$ cat config.mk
export PLATFORM = sky130hd
export DESIGN_NAME = blit_raster_setup_regs
export DESIGN_NICKNAME = d
export VERILOG_FILES = /design/src/brsr_pkg.sv /design/src/brsr_pixel_gate.sv /design/src/blit_raster_setup_regs.sv
export SDC_FILE = /design/constraint.sdc
export NUM_CORES = 1
export LEC_CHECK = 0
export BUFFER_PORTS_ARGS = -buffer_cell sky130_fd_sc_hd__buf_2
export CAP_MARGIN = 20
export CORE_AREA = 2 2 208 210
export CTS_CLUSTER_DIAMETER = 80
export DETAILED_ROUTE_END_ITERATION = 7
export DIE_AREA = 0 0 210 212
export GPL_TIMING_DRIVEN = 1
export MAX_ROUTING_LAYER = met4
export SYNTH_ARGS = -nofsm -noshare
export SYNTH_HDL_FRONTEND = slang
export SYNTH_SLANG_ARGS = --single-unit
$ cat constraint.sdc
create_clock -name clock -period 4.66 [get_ports clock]
set_input_delay 0.932 -clock clock [delete_from_list [all_inputs] [get_ports clock]]
set_output_delay 0.932 -clock clock [all_outputs]
set_load 0.03 [all_outputs]
$ cat src/brsr_pkg.sv
// Constants shared by the raster setup register bank and its pixel gate.
// Assumes a 32-bit register word and a 32-bit pixel lane per write.
package brsr_pkg;
   // Register indices on the register port
   localparam logic [1:0] IDX_ROP_CTRL_PITCH = 2'h0;
   localparam logic [1:0] IDX_WIDTH_HEIGHT   = 2'h1;
   localparam logic [1:0] IDX_PAT_ADDR       = 2'h2;
   localparam logic [31:0] RESET_WORD       = 32'h00000000;
   // raster_op_control_dest_pitch fields
   localparam int SOLID_BIT      = 31;
   localparam int CLIP_BIT       = 30;
   localparam int SRC_TRANSP_BIT = 29;
   localparam int PAT_TRANSP_BIT = 28;
   localparam int BMASK_HI       = 27;
   localparam int BMASK_LO       = 26;
   localparam int DEPTH_HI       = 25;
   localparam int DEPTH_LO       = 24;
   localparam int ROP_HI         = 23;
   localparam int ROP_LO         = 16;
   localparam int PITCH_HI       = 15;
   localparam int PITCH_LO       = 0;
   // dest_width_height fields
   localparam int HEIGHT_HI      = 28;
   localparam int HEIGHT_LO      = 16;
   localparam int WIDTH_HI       = 12;
   localparam int WIDTH_LO       = 0;
   localparam logic [31:0] WH_MASK  = 32'h1FFF1FFF;
   // color_pattern_address: bits 28:6 kept, the rest read zero
   localparam logic [31:0] PAT_MASK = 32'h1FFFFFC0;
   // Color depth codes
   typedef enum logic [1:0] {
      DEPTH_8  = 2'h0,
      DEPTH_16 = 2'h1,
      DEPTH_32 = 2'h2,
      DEPTH_RS = 2'h3
   } brsr_depth_t;
   // Byte lanes at 8 and 16 bpp, 8x8 pattern size at 8 bpp, and mono pattern bytes
   localparam logic [3:0]  BE_8BPP      = 4'h1;
   localparam logic [3:0]  BE_16BPP     = 4'h3;
   localparam logic [9:0]  PAT_BYTES_8  = 10'h040;
   localparam logic [3:0]  MONO_PAT_BYTES = 4'h8;
endpackage

$ cat src/brsr_pixel_gate.sv
// Per-pixel operand selection, raster operation and byte-enable gating.
// Purely combinational; the caller registers whatever it drives out.
`timescale 1ns/1ps
module brsr_pixel_gate (
   // Control fields
   input  wire logic             solid_pat,
   input  wire logic             src_transp,
   input  wire logic             pat_transp,
   input  wire logic [1:0]       byte_mask,
   input  wire logic [1:0]       depth,
   input  wire logic [7:0]       rop,
   // Operand kinds and bits
   input  wire logic             src_mono,
   input  wire logic             pat_mono,
   input  wire logic             src_bit,
   input  wire logic             pat_bit,
   // Colors
   input  wire logic [31:0]      src_color,
   input  wire logic [31:0]      pat_color,
   input  wire logic [31:0]      dst_color,
   input  wire logic [31:0]      src_fg,
   input  wire logic [31:0]      src_bg,
   input  wire logic [31:0]      pat_fg,
   input  wire logic [31:0]      pat_bg,
   // Results
   output logic [31:0]           result,
   output logic [3:0]            byte_en
);
   wire logic        pat_bit_eff;
   wire logic [31:0] pat_op;
   wire logic [31:0] src_op;
   wire logic [3:0]  depth_lanes;
   wire logic        keep_dst;

   // Solid pattern forces every pattern bit to zero
   assign pat_bit_eff = pat_bit & ~solid_pat;
   assign pat_op = (solid_pat | pat_mono) ? (pat_bit_eff ? pat_fg : pat_bg)
                                          : pat_color;
   assign src_op = src_mono ? (src_bit ? src_fg : src_bg) : src_color;

   // Each result bit is the rop bit indexed by {pattern, source, destination}
   genvar i;
   generate
      for (i = 0; i < 32; i++) begin : g_rop
         assign result[i] = rop[{pat_op[i], src_op[i], dst_color[i]}];
      end
   endgenerate

   assign depth_lanes = (depth == brsr_pkg::DEPTH_8)  ? brsr_pkg::BE_8BPP :
                        (depth == brsr_pkg::DEPTH_16) ? brsr_pkg::BE_16BPP :
                        {byte_mask[1], {3{byte_mask[0]}}};
   // Transparent zero bits leave the destination untouched
   assign keep_dst = (src_mono & src_transp & ~src_bit)
                   | (pat_mono & pat_transp & ~pat_bit_eff);
   assign byte_en = keep_dst ? 4'h0 : depth_lanes;
endmodule

$ cat src/blit_raster_setup_regs.sv
// Setup register bank of a 2D block-transfer engine with its per-line and
// per-pixel control. Assumes the engine datapath supplies pixel bits and
// colors and signals the start of each transfer and the end of each scan line.
//
// Overview of operation
// - Solid mono pattern skips pattern memory reads
// - Solid pattern forces pattern operand to background
// - Opaque mono source uses background for zeros
// - Transparent mono source: zero bits not written
// - Transparent mono pattern: zero bits not written
// - 32bpp byte mask gates alpha and color bytes
// - Eight-bit raster op selects boolean combination
// - Signed pitch added to address per line
// - Thirteen-bit height counts down per line
// - Byte width converts to pixels by depth
// - Pattern address bits 28:6, rest zero
// - Color pattern is 8x8 at system depth
// - Mono pattern is 8 bytes from command
`timescale 1ns/1ps
module blit_raster_setup_regs #(
   parameter int ADDR_W = 32
) (
   // Clock and reset
   input  wire logic              clock,
   input  wire logic              sys_rst,
   // Register port
   input  wire logic [1:0]        reg_idx,
   input  wire logic              reg_wr,
   input  wire logic              reg_rd,
   input  wire logic [31:0]       reg_wdata,
   output logic [31:0]            reg_rdata,
   // Line control from the engine
   input  wire logic              blt_start,
   input  wire logic [ADDR_W-1:0] dest_base,
   input  wire logic              line_done,
   output logic [ADDR_W-1:0]      dest_addr,
   output logic [12:0]            lines_left,
   output logic [12:0]            pixels_per_line,
   // Pattern fetch
   output logic                   pat_fetch_en,
   output logic [9:0]             pat_bytes,
   output logic [ADDR_W-1:0]      pat_base,
   // Pixel inputs
   input  wire logic              pix_valid,
   input  wire logic              src_mono,
   input  wire logic              pat_mono,
   input  wire logic              src_bit,
   input  wire logic [63:0]       mono_pattern,
   input  wire logic [2:0]        pat_x,
   input  wire logic [2:0]        pat_y,
   input  wire logic              clip_inside,
   input  wire logic [31:0]       src_color,
   input  wire logic [31:0]       pat_color,
   input  wire logic [31:0]       dst_color,
   input  wire logic [31:0]       src_fg,
   input  wire logic [31:0]       src_bg,
   input  wire logic [31:0]       pat_fg,
   input  wire logic [31:0]       pat_bg,
   // Pixel write out
   output logic                   wr_valid,
   output logic [31:0]            wr_data,
   output logic [3:0]             wr_byte_en
);
   ////////////////////////////////////////////////////////////////////////////
   logic [31:0]       ctrl_reg, ctrl_next;
   logic [31:0]       wh_reg, wh_next;
   logic [31:0]       pat_reg, pat_next;
   logic [31:0]       rdata_reg, rdata_next;
   logic [ADDR_W-1:0] daddr_reg, daddr_next;
   logic              wv_reg;
   logic [31:0]       wd_reg;
   logic [3:0]        wbe_reg;

   wire logic              solid_pat  = ctrl_reg[brsr_pkg::SOLID_BIT];
   wire logic              clip_en    = ctrl_reg[brsr_pkg::CLIP_BIT];
   wire logic              src_transp = ctrl_reg[brsr_pkg::SRC_TRANSP_BIT];
   wire logic              pat_transp = ctrl_reg[brsr_pkg::PAT_TRANSP_BIT];
   wire logic [1:0]        byte_mask  = ctrl_reg[brsr_pkg::BMASK_HI:brsr_pkg::BMASK_LO];
   wire logic [1:0]        depth      = ctrl_reg[brsr_pkg::DEPTH_HI:brsr_pkg::DEPTH_LO];
   wire logic [7:0]        rop        = ctrl_reg[brsr_pkg::ROP_HI:brsr_pkg::ROP_LO];
   wire logic [15:0]       pitch      = ctrl_reg[brsr_pkg::PITCH_HI:brsr_pkg::PITCH_LO];
   wire logic [12:0]       height     = wh_reg[brsr_pkg::HEIGHT_HI:brsr_pkg::HEIGHT_LO];
   wire logic [12:0]       width      = wh_reg[brsr_pkg::WIDTH_HI:brsr_pkg::WIDTH_LO];
   wire logic [ADDR_W-1:0] pitch_ext  = ADDR_W'({{(ADDR_W-16){pitch[15]}}, pitch});
   wire logic              wr_ctrl    = reg_wr && (reg_idx == brsr_pkg::IDX_ROP_CTRL_PITCH);
   wire logic              wr_wh      = reg_wr && (reg_idx == brsr_pkg::IDX_WIDTH_HEIGHT);
   wire logic              wr_pat     = reg_wr && (reg_idx == brsr_pkg::IDX_PAT_ADDR);
   wire logic              line_step  = line_done && (height != 13'h0000);
   wire logic [12:0]       height_dec = height - 13'h0001;
   wire logic              pat_bit;
   wire logic [31:0]       gate_result;
   wire logic [3:0]        gate_be;
   wire logic              clip_block = clip_en & ~clip_inside;

   ////////////////////////////////////////////////////////////////////////////
   // Register writes; a software write to the size register wins over the
   // engine's own line count update in the same cycle, so a reload is exact.
   assign ctrl_next = wr_ctrl ? reg_wdata : ctrl_reg;
   assign pat_next  = wr_pat ? (reg_wdata & brsr_pkg::PAT_MASK) : pat_reg;
   assign wh_next   = wr_wh ? (reg_wdata & brsr_pkg::WH_MASK) :
                      line_step ? {3'h0, height_dec, 3'h0, width} : wh_reg;
   assign daddr_next = blt_start ? dest_base :
                       line_step ? daddr_reg + pitch_ext : daddr_reg;

   // Read decode, unused index reads zero
   assign rdata_next = !reg_rd ? rdata_reg :
                       (reg_idx == brsr_pkg::IDX_ROP_CTRL_PITCH) ? ctrl_reg :
                       (reg_idx == brsr_pkg::IDX_WIDTH_HEIGHT)   ? wh_reg :
                       (reg_idx == brsr_pkg::IDX_PAT_ADDR)       ? pat_reg :
                       brsr_pkg::RESET_WORD;

   always_ff @(posedge clock) begin
      if (sys_rst) begin
         ctrl_reg  <= brsr_pkg::RESET_WORD;
         wh_reg    <= brsr_pkg::RESET_WORD;
         pat_reg   <= brsr_pkg::RESET_WORD;
         rdata_reg <= brsr_pkg::RESET_WORD;
         daddr_reg <= '0;
      end else begin
         ctrl_reg  <= ctrl_next;
         wh_reg    <= wh_next;
         pat_reg   <= pat_next;
         rdata_reg <= rdata_next;
         daddr_reg <= daddr_next;
      end
   end

   assign reg_rdata  = rdata_reg;
   assign dest_addr  = daddr_reg;
   assign lines_left = height;

   ////////////////////////////////////////////////////////////////////////////
   // Byte width to pixels; the reserved depth code is treated as 32 bpp
   assign pixels_per_line = (depth == brsr_pkg::DEPTH_8)  ? width :
                            (depth == brsr_pkg::DEPTH_16) ? {1'b0, width[12:1]} :
                            {2'h0, width[12:2]};

   // Pattern memory reads are skipped for solid mono patterns; mono
   // patterns never come from memory anyway, they ride in the command.
   assign pat_fetch_en = ~pat_mono & ~(solid_pat & pat_mono);
   assign pat_bytes    = (depth == brsr_pkg::DEPTH_8)  ? brsr_pkg::PAT_BYTES_8 :
                         (depth == brsr_pkg::DEPTH_16) ? {brsr_pkg::PAT_BYTES_8[8:0], 1'b0} :
                         {brsr_pkg::PAT_BYTES_8[7:0], 2'h0};
   assign pat_base     = ADDR_W'(pat_reg);
   assign pat_bit      = mono_pattern[{pat_y, pat_x}];

   brsr_pixel_gate u_gate (
      .solid_pat  (solid_pat),
      .src_transp (src_transp),
      .pat_transp (pat_transp),
      .byte_mask  (byte_mask),
      .depth      (depth),
      .rop        (rop),
      .src_mono   (src_mono),
      .pat_mono   (pat_mono),
      .src_bit    (src_bit),
      .pat_bit    (pat_bit),
      .src_color  (src_color),
      .pat_color  (pat_color),
      .dst_color  (dst_color),
      .src_fg     (src_fg),
      .src_bg     (src_bg),
      .pat_fg     (pat_fg),
      .pat_bg     (pat_bg),
      .result     (gate_result),
      .byte_en    (gate_be)
   );

   always_ff @(posedge clock) begin
      if (sys_rst) begin
         wv_reg  <= 1'b0;
         wd_reg  <= brsr_pkg::RESET_WORD;
         wbe_reg <= 4'h0;
      end else begin
         wv_reg  <= pix_valid;
         wd_reg  <= gate_result;
         wbe_reg <= clip_block ? 4'h0 : gate_be;
      end
   end

   assign wr_valid   = wv_reg;
   assign wr_data    = wd_reg;
   assign wr_byte_en = wbe_reg;
endmodule

; ---- Word-level counts from Yosys, hierarchy flattened
; Cells that the tools add are included.
[word_totals]
ff_bits = 182
input_bits = 371
out_inout_bits = 170
elab_cells = 160
[op_classes]
n_addsub = 2
magnitude_cmp = 33
eq_ne = 3
mux = 83
bitwise = 16
n_reduce_logical = 12
[ops]
columns = cell, count
row1 = $mux W32, 7
row2 = $lt A3 B4 Y1 const B, 32
row3 = $mux W29, 4
row4 = $bmux W1 S3, 32
row5 = $mux W1, 34
row6 = $add A32 B32 Y32, 1
row7 = $mux W9, 2
row8 = $mux W13, 1
row9 = $reduce_bool A13 Y1, 1
row10 = $sub A13 B1 Y13 const B, 1
row11 = $mux W12, 1
row12 = $and A1 B1 Y1, 8
row13 = $lt A6 B7 Y1 const B, 1
row14 = $bmux W1 S6, 1
row15 = $not A1 Y1, 6
row16 = $reduce_or A5 Y1, 1
row17 = $eq A2 B1 Y1 const B, 2
row18 = $logic_and A1 B1 Y1, 4
row19 = $logic_not A2 Y1, 2
row20 = $reduce_bool A2 Y1, 2
row21 = $reduce_or A4 Y1, 1
row22 = $reduce_or A3 Y1, 1
row23 = $eq A2 B2 Y1 const B, 1
row24 = $mux W2, 1
row25 = $or A1 B1 Y1, 2

; ---- Logic depth before layout (Yosys ltp)
; Gate-level depths: netlist of the first run.
[logic_depth]
ltp_word = 7
mapped_depth = 11
ltp_nobuf = 11

; ---- Cells and area by module
; A second synthesis of the first run with hierarchy kept.
[unflattened]
cells_unflattened = 1561
area_unflattened_um2 = 13704.4
[modules_own_cells]
columns = mod, instances, cells_per_inst, area_each_um2, seq_area_each_um2
row1 = blit_raster_setup_regs, 1, 1180, 9643.0, 3643.5
row2 = brsr_pixel_gate, 1, 381, 4061.4, 0.0

; ---- Worst setup path before layout of the first run
; Ideal clock, no wire load.
[synth_timing]
path_kind = input-to-reg
start = input pat_x[1]
end = register wd_reg[11], in the netlist wr_data[11]
setup_ns = 0.072
arrival_time_ns = 3.467
t_required_ns = 4.588
slack_ns = 1.121
cell_stages = 9
n_path_buf = 2
cell_sequence = buf_2 mux4_2 mux4_2 mux2_2 o211ai_4 buf_6 mux2_2 mux2i_1 mux2i_1
[synth_between]
elab_chain_len = 7
[synth_lines]
columns = element, line_no
row1 = start: declaration, blit_raster_setup_regs.sv:49  ; input wire logic [2:0] pat_x,
row2 = $bmux W1 S6, blit_raster_setup_regs.sv:145  ; assign pat_bit = mono_pattern[{pat_y, pat_x}];
row3 = $mux W1 (not written as such), blit_raster_setup_regs.sv:145
row4 = $and A1 B1 Y1, brsr_pixel_gate.sv:36  ; assign pat_bit_eff = pat_bit & ~solid_pat;
row5 = $mux W32 (2 in a row), brsr_pixel_gate.sv:37  ; assign pat_op = (solid_pat | pat_mono) ? (pat_bit_eff ? pat_fg : pat_bg)
row6 = $bmux W1 S3, brsr_pixel_gate.sv:45  ; assign result[i] = rop[{pat_op[i], src_op[i], dst_color[i]}];
row7 = $mux W1 (not written as such), brsr_pixel_gate.sv:45
row8 = end signal: assignment, blit_raster_setup_regs.sv:172  ; wd_reg <= brsr_pkg::RESET_WORD;
row9 = end signal: assignment, blit_raster_setup_regs.sv:176  ; wd_reg <= gate_result;
row10 = end: declaration, blit_raster_setup_regs.sv:71  ; logic [31:0] wd_reg;
; No other way between the ends. The select of a mux whose other input is x is not followed.
; A chain may end at the register's enable or synchronous reset.

; ---- Final worst setup path of the first run
[layout_timing]
start = register ctrl_reg[15]
end = register daddr_reg[26], in the netlist dest_addr[26]
[layout_between]
elab_chain_len = 3
[layout_lines]
columns = element, line_no
row1 = start: declaration, blit_raster_setup_regs.sv:65  ; logic [31:0] ctrl_reg, ctrl_next;
row2 = start signal: assignment, blit_raster_setup_regs.sv:114  ; ctrl_reg <= brsr_pkg::RESET_WORD;
row3 = start signal: assignment, blit_raster_setup_regs.sv:120  ; ctrl_reg <= ctrl_next;
row4 = $add A32 B32 Y32, blit_raster_setup_regs.sv:103  ; line_step ? daddr_reg + pitch_ext : daddr_reg;
row5 = $mux W32, blit_raster_setup_regs.sv:103
row6 = $mux W32, blit_raster_setup_regs.sv:102  ; assign daddr_next = blt_start ? dest_base :
row7 = end signal: assignment, blit_raster_setup_regs.sv:124  ; daddr_reg <= daddr_next;
row8 = end: declaration, blit_raster_setup_regs.sv:69  ; logic [ADDR_W-1:0] daddr_reg, daddr_next;
; No other way between the ends. The select of a mux whose other input is x is not followed.

==> flow_metrics.env, run 1 <==
export IMPL_status="completed"
export IMPL_insertion_delay_ps=460
export IMPL_antenna_found_initial=16
export IMPL_ir_drop_mv=0.321
export IMPL_first_iter_violations=1003
export IMPL_fill_cells=4387
export IMPL_cts_tree="built"
export IMPL_syn_inst=1536
export IMPL_die_area_um2=44500
export IMPL_stdcell_area_um2=16500
export IMPL_fmaxAchievable_ghz=0.274
export IMPL_grt_pass1_wl_mm=79.3
export IMPL_cts_buffers=17
export IMPL_fin_skew_ps=14.8
export IMPL_port_buffers=524
export IMPL_required_ps=5000
export IMPL_die_w_um=210
export IMPL_finalNonFillerCells=2531
export IMPL_synthAdderAreaFrac_pct=3.23
export IMPL_grt_max_degree=91
export IMPL_synth_seq_cells=182
export IMPL_path_clk_slew_ps=70
export IMPL_initial_utilization_pct=30.7
export IMPL_synthDistinctLibCells=61
export IMPL_htree_levels=4
export IMPL_coreArea_um2=42500
export IMPL_synth_top_family_by_area="multiplexers"
export IMPL_seq_area_frac_synth_pct=28.0
export IMPL_setup_viol=0
export IMPL_hold_start="ctrl_reg[27]$_SDFFE_PP0P_"
export IMPL_worst_slew_pin_slew_ps=1010
export IMPL_worst_setup_path_end_kind="register"
export IMPL_synthXorXnorAreaFrac_pct=2.02
export IMPL_yosysTopAreaCell="dfxtp_1"
export IMPL_num_vias=13300
export IMPL_crit_start="ctrl_reg[15]$_SDFFE_PP0P_"
export IMPL_placed_cell_area_um2=15800
export IMPL_dp_hpwl_mm=41.6
export IMPL_cts_sinks=182
export IMPL_hold_viol_final=0
export IMPL_synth_async_sr_flop_share_pct=0
export IMPL_worstSetupStartpointType="register"
export IMPL_gp_congestion=0.938
export IMPL_ioPinCount=541
export IMPL_powerDensity_nw_per_um2=282
export IMPL_ys_warn_count=0
export IMPL_rsz0062_at_grt="false"
export IMPL_synth_area_leaders="dfxtp_1 28%, mux4_2 14%, mux2i_1 11%"
export IMPL_grt_pass1_vias=12900
export IMPL_postRouteWirelength_mm=53.8
export IMPL_dr_pass1_iters=5
export IMPL_postRouteAntennaNets=0
export IMPL_cts_setup_buffers=0
export IMPL_final_core_util_pct=38.9
export IMPL_place_inst=2483
export IMPL_synth_flop_cell="dfxtp_1"
export IMPL_clockRootBuffer="clkbuf_16"
export IMPL_fin_crit_ps=3650
export IMPL_crit_type="reg -> reg"
export IMPL_synthMuxAreaShare_pct=28.4
export IMPL_netlist_top_cells_count="305 x nand2_1, 182 x dfxtp_1, 157 x a21oi_1, 141 x mux2i_1, 120 x nor2_1"
export IMPL_syn_area_um2=13000
export IMPL_fp_row_count=76
export IMPL_yosysTopAreaCellShare_pct=28.0
export IMPL_grt_overflow=0
export IMPL_synthSimpleGateAreaFrac_pct=16.4
export IMPL_grt_usage_pct=24.3
export IMPL_cts_resized=0
export IMPL_synth_edf_count=0
export IMPL_clock_path_buffers=2
export IMPL_fin_crit_sh_pct=78.3
export IMPL_hold_class="reg -> reg"
export IMPL_regToRegStartpoint="ctrl_reg[15]$_SDFFE_PP0P_"
export IMPL_finalNetCount=2362
export IMPL_cts_hold_buffers_added=0
export IMPL_yosysMostFrequentCell="nand2_1"
export IMPL_setup_tns_ps=0
export IMPL_leakage_nw=7.51
export IMPL_slew_headroom_pct=32.7
export IMPL_drv_cap=0
export IMPL_routedWlPerCell_um=21.2
export IMPL_maxSlewViolCount=0
export IMPL_syn_avg_cell_area_um2=8.48
export IMPL_worstPathArrival_ps=3990
export IMPL_area_delta_synth_final_pct=26.8
export IMPL_viasPerCell=5.25
export IMPL_synth_compound_area_share_pct=15.9
export IMPL_drc=0
export IMPL_cp_max_fo=19
export IMPL_die_y_um=212
export IMPL_layout_drive_gt1_share_pct=35.4
==> stage by stage <==
stage	worst slack, ps	power (mW)	hold slack (ps)
6_report	1010	4.66	472
5_1_grt	659	4.89	494
4_1_cts	1060	4.72	472
3_5_place_dp	592	3.11	462
3_3_place_gp	662	3.09	454
2_1_floorplan	1120	2.66	444
==> cells by family after synthesis <==
kind of cell | Yosys count
AOI/OAI and AO/OA | 341
xor gates and xnor gates | 30
adders and majority gates | 33
buffers and inverters | 172
DFF | 182
muxes | 262
other | 1
and+or+nand+nor | 515
==> cell usage in the layout, fill, tap and decap left out, types with 8 or more instances in the layout <==
cell type  Yosys  layout
buf_2          6     523
nand2_1      305     305
dfxtp_1      182     182
a21oi_1      157     157
mux2i_1      141     141
nor2_1       120     119
mux4_2        82      82
o21ai_0       68      68
a211oi_1      35      35
mux2_2        33      33
ha_1          32      32
buf_4         29      19
xnor2_1       18      18
a21o_1        17      17
clkbuf_16      0      17
nor2b_1       16      16
conb_1         1      16
nand3_1       15      15
diode_2        0      14
inv_1         14      13
nor3_1        12      12
xor2_1        12      12
a311oi_1      10      10
or3_1          9       9
nand2b_1       8       8
==> where the power goes <==
group	total (mW)	switching [mW]	leakage (nW)	internal (mW)
Combinational	1.34	0.790	5.72	0.547
Sequential	1.74	0.0980	1.49	1.64
Clock	1.58	0.708	0.302	0.874
==> metal layers <==
metal	vias to the layer above	part of all wire (%)	wire [um]	GRT usage [%]
met1	6272	40	21700	29.0
met2	590	48	25800	39.6
met5	-	0	0	-
met3	77	8.5	4590	6.62
li1	6342	-	-	-
met4	0	3.2	1700	8.58
==> critical path, stage by stage (launching register included) <==
cell and delay, ps:
dfxtp_1 880, ha_1 450, a21o_1 200, a21oi_1 150
o21bai_1 80, a2111oi_0 400, o22ai_1 140, o21ai_0 550
a21oi_1 180, a2111oi_0 440, nor2_1 70
==> cell type report <==
cell class	count	area (um^2)	area share [%]
multi-input cells	1197	8670	52.5
inverters	15	56.3	0.341
repair buffers	545	2820	17.1
clock buffers	21	450	2.73
flip-flops and latches	182	3640	22.1
well taps	546	683	4.13
diodes	14	35.0	0.212
clock inverters	11	164	0.992
==> path summary, 6_finish.rpt <==
kind	endpoint	slack (ps)	cells after the start
setup / recovery	dest_addr[26]$_SDFFE_PP0P_	1010	10
hold / removal	ctrl_reg[27]$_SDFFE_PP0P_	470	2
setup reg to reg	dest_addr[26]$_SDFFE_PP0P_	1010	10
hold reg to reg	ctrl_reg[27]$_SDFFE_PP0P_	470	2
Note: power is estimated with default switching activity, not from simulation.
==> run 2: changes to the inputs <==
CORE_AREA = 2 2 213 215   (was 2 2 208 210)
DIE_AREA = 0 0 215 217   (was 0 0 210 212)
clock period = 3.2 ns   (was 4.66 ns; I/O delays follow)
==> flow_metrics.env, run 2 (synthesis results as in run 1) <==
export IMPL_cp_max_fo=6
export IMPL_holdWs_ps=382
export IMPL_finalNetCount=2398
export IMPL_coreArea_um2=44700
export IMPL_crit_type="reg -> reg"
export IMPL_htree_levels=4
export IMPL_fill_cells=4668
export IMPL_final_setup_worst_slack_ps=131
export IMPL_grt_pass1_wl_mm=81.3
export IMPL_fin_crit_sh_pct=95.9
export IMPL_worst_setup_path_end_kind="register"
export IMPL_postRouteAntennaNets=0
export IMPL_final_core_util_pct=37.8
export IMPL_ioPinCount=541
export IMPL_path_clk_slew_ps=80
export IMPL_final_cell_mix="522 x buf_2, 305 x nand2_1, 182 x dfxtp_1"
export IMPL_gp_congestion=0.911
export IMPL_fmaxAchievable_ghz=0.326
export IMPL_leakage_nw=7.68
export IMPL_slew_headroom_pct=31.1
export IMPL_postRouteWirelength_mm=54.5
export IMPL_required_ps=3540
export IMPL_fin_crit_ps=3070
export IMPL_worstSetupStartpointType="register"
export IMPL_die_w_um=215
export IMPL_die_y_um=217
export IMPL_antenna_found_initial=12
export IMPL_drc=0
export IMPL_cts_sinks=182
export IMPL_initial_utilization_pct=29.2
export IMPL_grt_max_degree=138
export IMPL_final_common_cell="buf_2"
export IMPL_clockRootBuffer="clkbuf_16"
export IMPL_powerDensity_nw_per_um2=402
export IMPL_status="completed"
export IMPL_ir_drop_mv=0.405
export IMPL_insertion_delay_ps=470
export IMPL_clock_path_buffers=2
export IMPL_finalPower_mw=6.79
export IMPL_area_delta_synth_final_pct=29.7
export IMPL_drv_cap=0
export IMPL_viasPerCell=5.11
export IMPL_fp_row_count=78
export IMPL_worstPathArrival_ps=3410
export IMPL_stdcell_area_um2=16900
export IMPL_dpl_worst_slack_ps=-399
export IMPL_grt_usage_pct=23.4
export IMPL_die_area_um2=46700
export IMPL_num_vias=13400
export IMPL_maxSlewViolCount=0
export IMPL_hold_viol_final=0
export IMPL_cts_hold_buffers_added=0
export IMPL_worst_slew_pin_slew_ps=1030
export IMPL_routedWlPerCell_um=20.8
export IMPL_hold_class="in -> reg"
export IMPL_cts_buffers=17
export IMPL_port_buffers=524
export IMPL_first_iter_violations=1037
export IMPL_dp_hpwl_mm=42.5
export IMPL_dr_pass1_iters=5
export IMPL_layout_drive_gt1_share_pct=36.9
export IMPL_setup_viol=0
export IMPL_fin_skew_ps=15.1
export IMPL_placed_cell_area_um2=16200
export IMPL_cts_tree="built"
export IMPL_grt_pass1_vias=13300
export IMPL_grt_overflow=0
-- run 2: cell types whose count changed in the layout (fill, tap and decap cells not counted), moves of 3 or more --
cell,previous run,this run
buf_12,3,6
clkinvlp_4,0,5
clkbuf_1,3,0
buf_4,19,51
-- run 2: cell type report --
type	instances	area [um^2]	area share (%)
sequential	182	3640	21.6
clock buffer	18	439	2.60
inverter	15	56.3	0.333
timing repair buffer	581	3130	18.5
clock inverter	14	160	0.947
multi-input combinational	1197	8690	51.4
tap	600	751	4.44
antenna	12	30.0	0.178
-- run 2: per-layer routing --
| layer | global-route usage (%) | routed length [um] |
|---|---|---|
| met1 | 28.4 | 23100 |
| met2 | 38.9 | 26400 |
| met4 | 7.26 | 1510 |
| met3 | 4.95 | 3460 |
| met5 | - | 0 |
-- run 2: power by group --
part           total (mW)  switching (mW)  internal, mW
Clock                2.22            1.09          1.13
Combinational        2.05            1.20         0.858
Sequential           2.52           0.126          2.39
-- run 2: final timing paths --
| path | endpoint | startpoint | depth (start not counted) | slack, ps |
|---|---|---|---|---|
| max | dest_addr[26]$_SDFFE_PP0P_ | ctrl_reg[15]$_SDFFE_PP0P_ | 12 | 130 |
| min | dest_addr[17]$_SDFFE_PP0P_ | dest_base[17] | 2 | 380 |
| max reg2reg | dest_addr[26]$_SDFFE_PP0P_ | ctrl_reg[15]$_SDFFE_PP0P_ | 12 | 130 |
| min reg2reg | pat_base[26]$_SDFFE_PP0P_ | pat_base[26]$_SDFFE_PP0P_ | 2 | 480 |
-- run 2: through the flow --
step | TNS, ps | instances
detailed placement | -12460 | 2574
CTS | 0 | 2606
floorplan | 0 | 1551
finish | 0 | 2619
global route | -58.5 | 2617
global placement | -11000 | 2574
-- run 2: timing repair --
| action | CTS | global route |
|---|---|---|
| setup endpoints to repair | 1 | 33 |
| pin swaps | 0 | 2 |
| buffers inserted | 0 | 1 |
| resized for setup | 1 | 8 |
-- run 2: critical path: stages (launching register included) --
cell       delay, ps
dfxtp_1          510
buf_4            220
ha_1             240
a21o_1           170
a21oi_1          150
o21bai_1          90
a2111oi_1        450
o22ai_1          160
o21ai_0          170
buf_4            180
a21oi_1          100
a2111oi_0        440
nor2_1            70
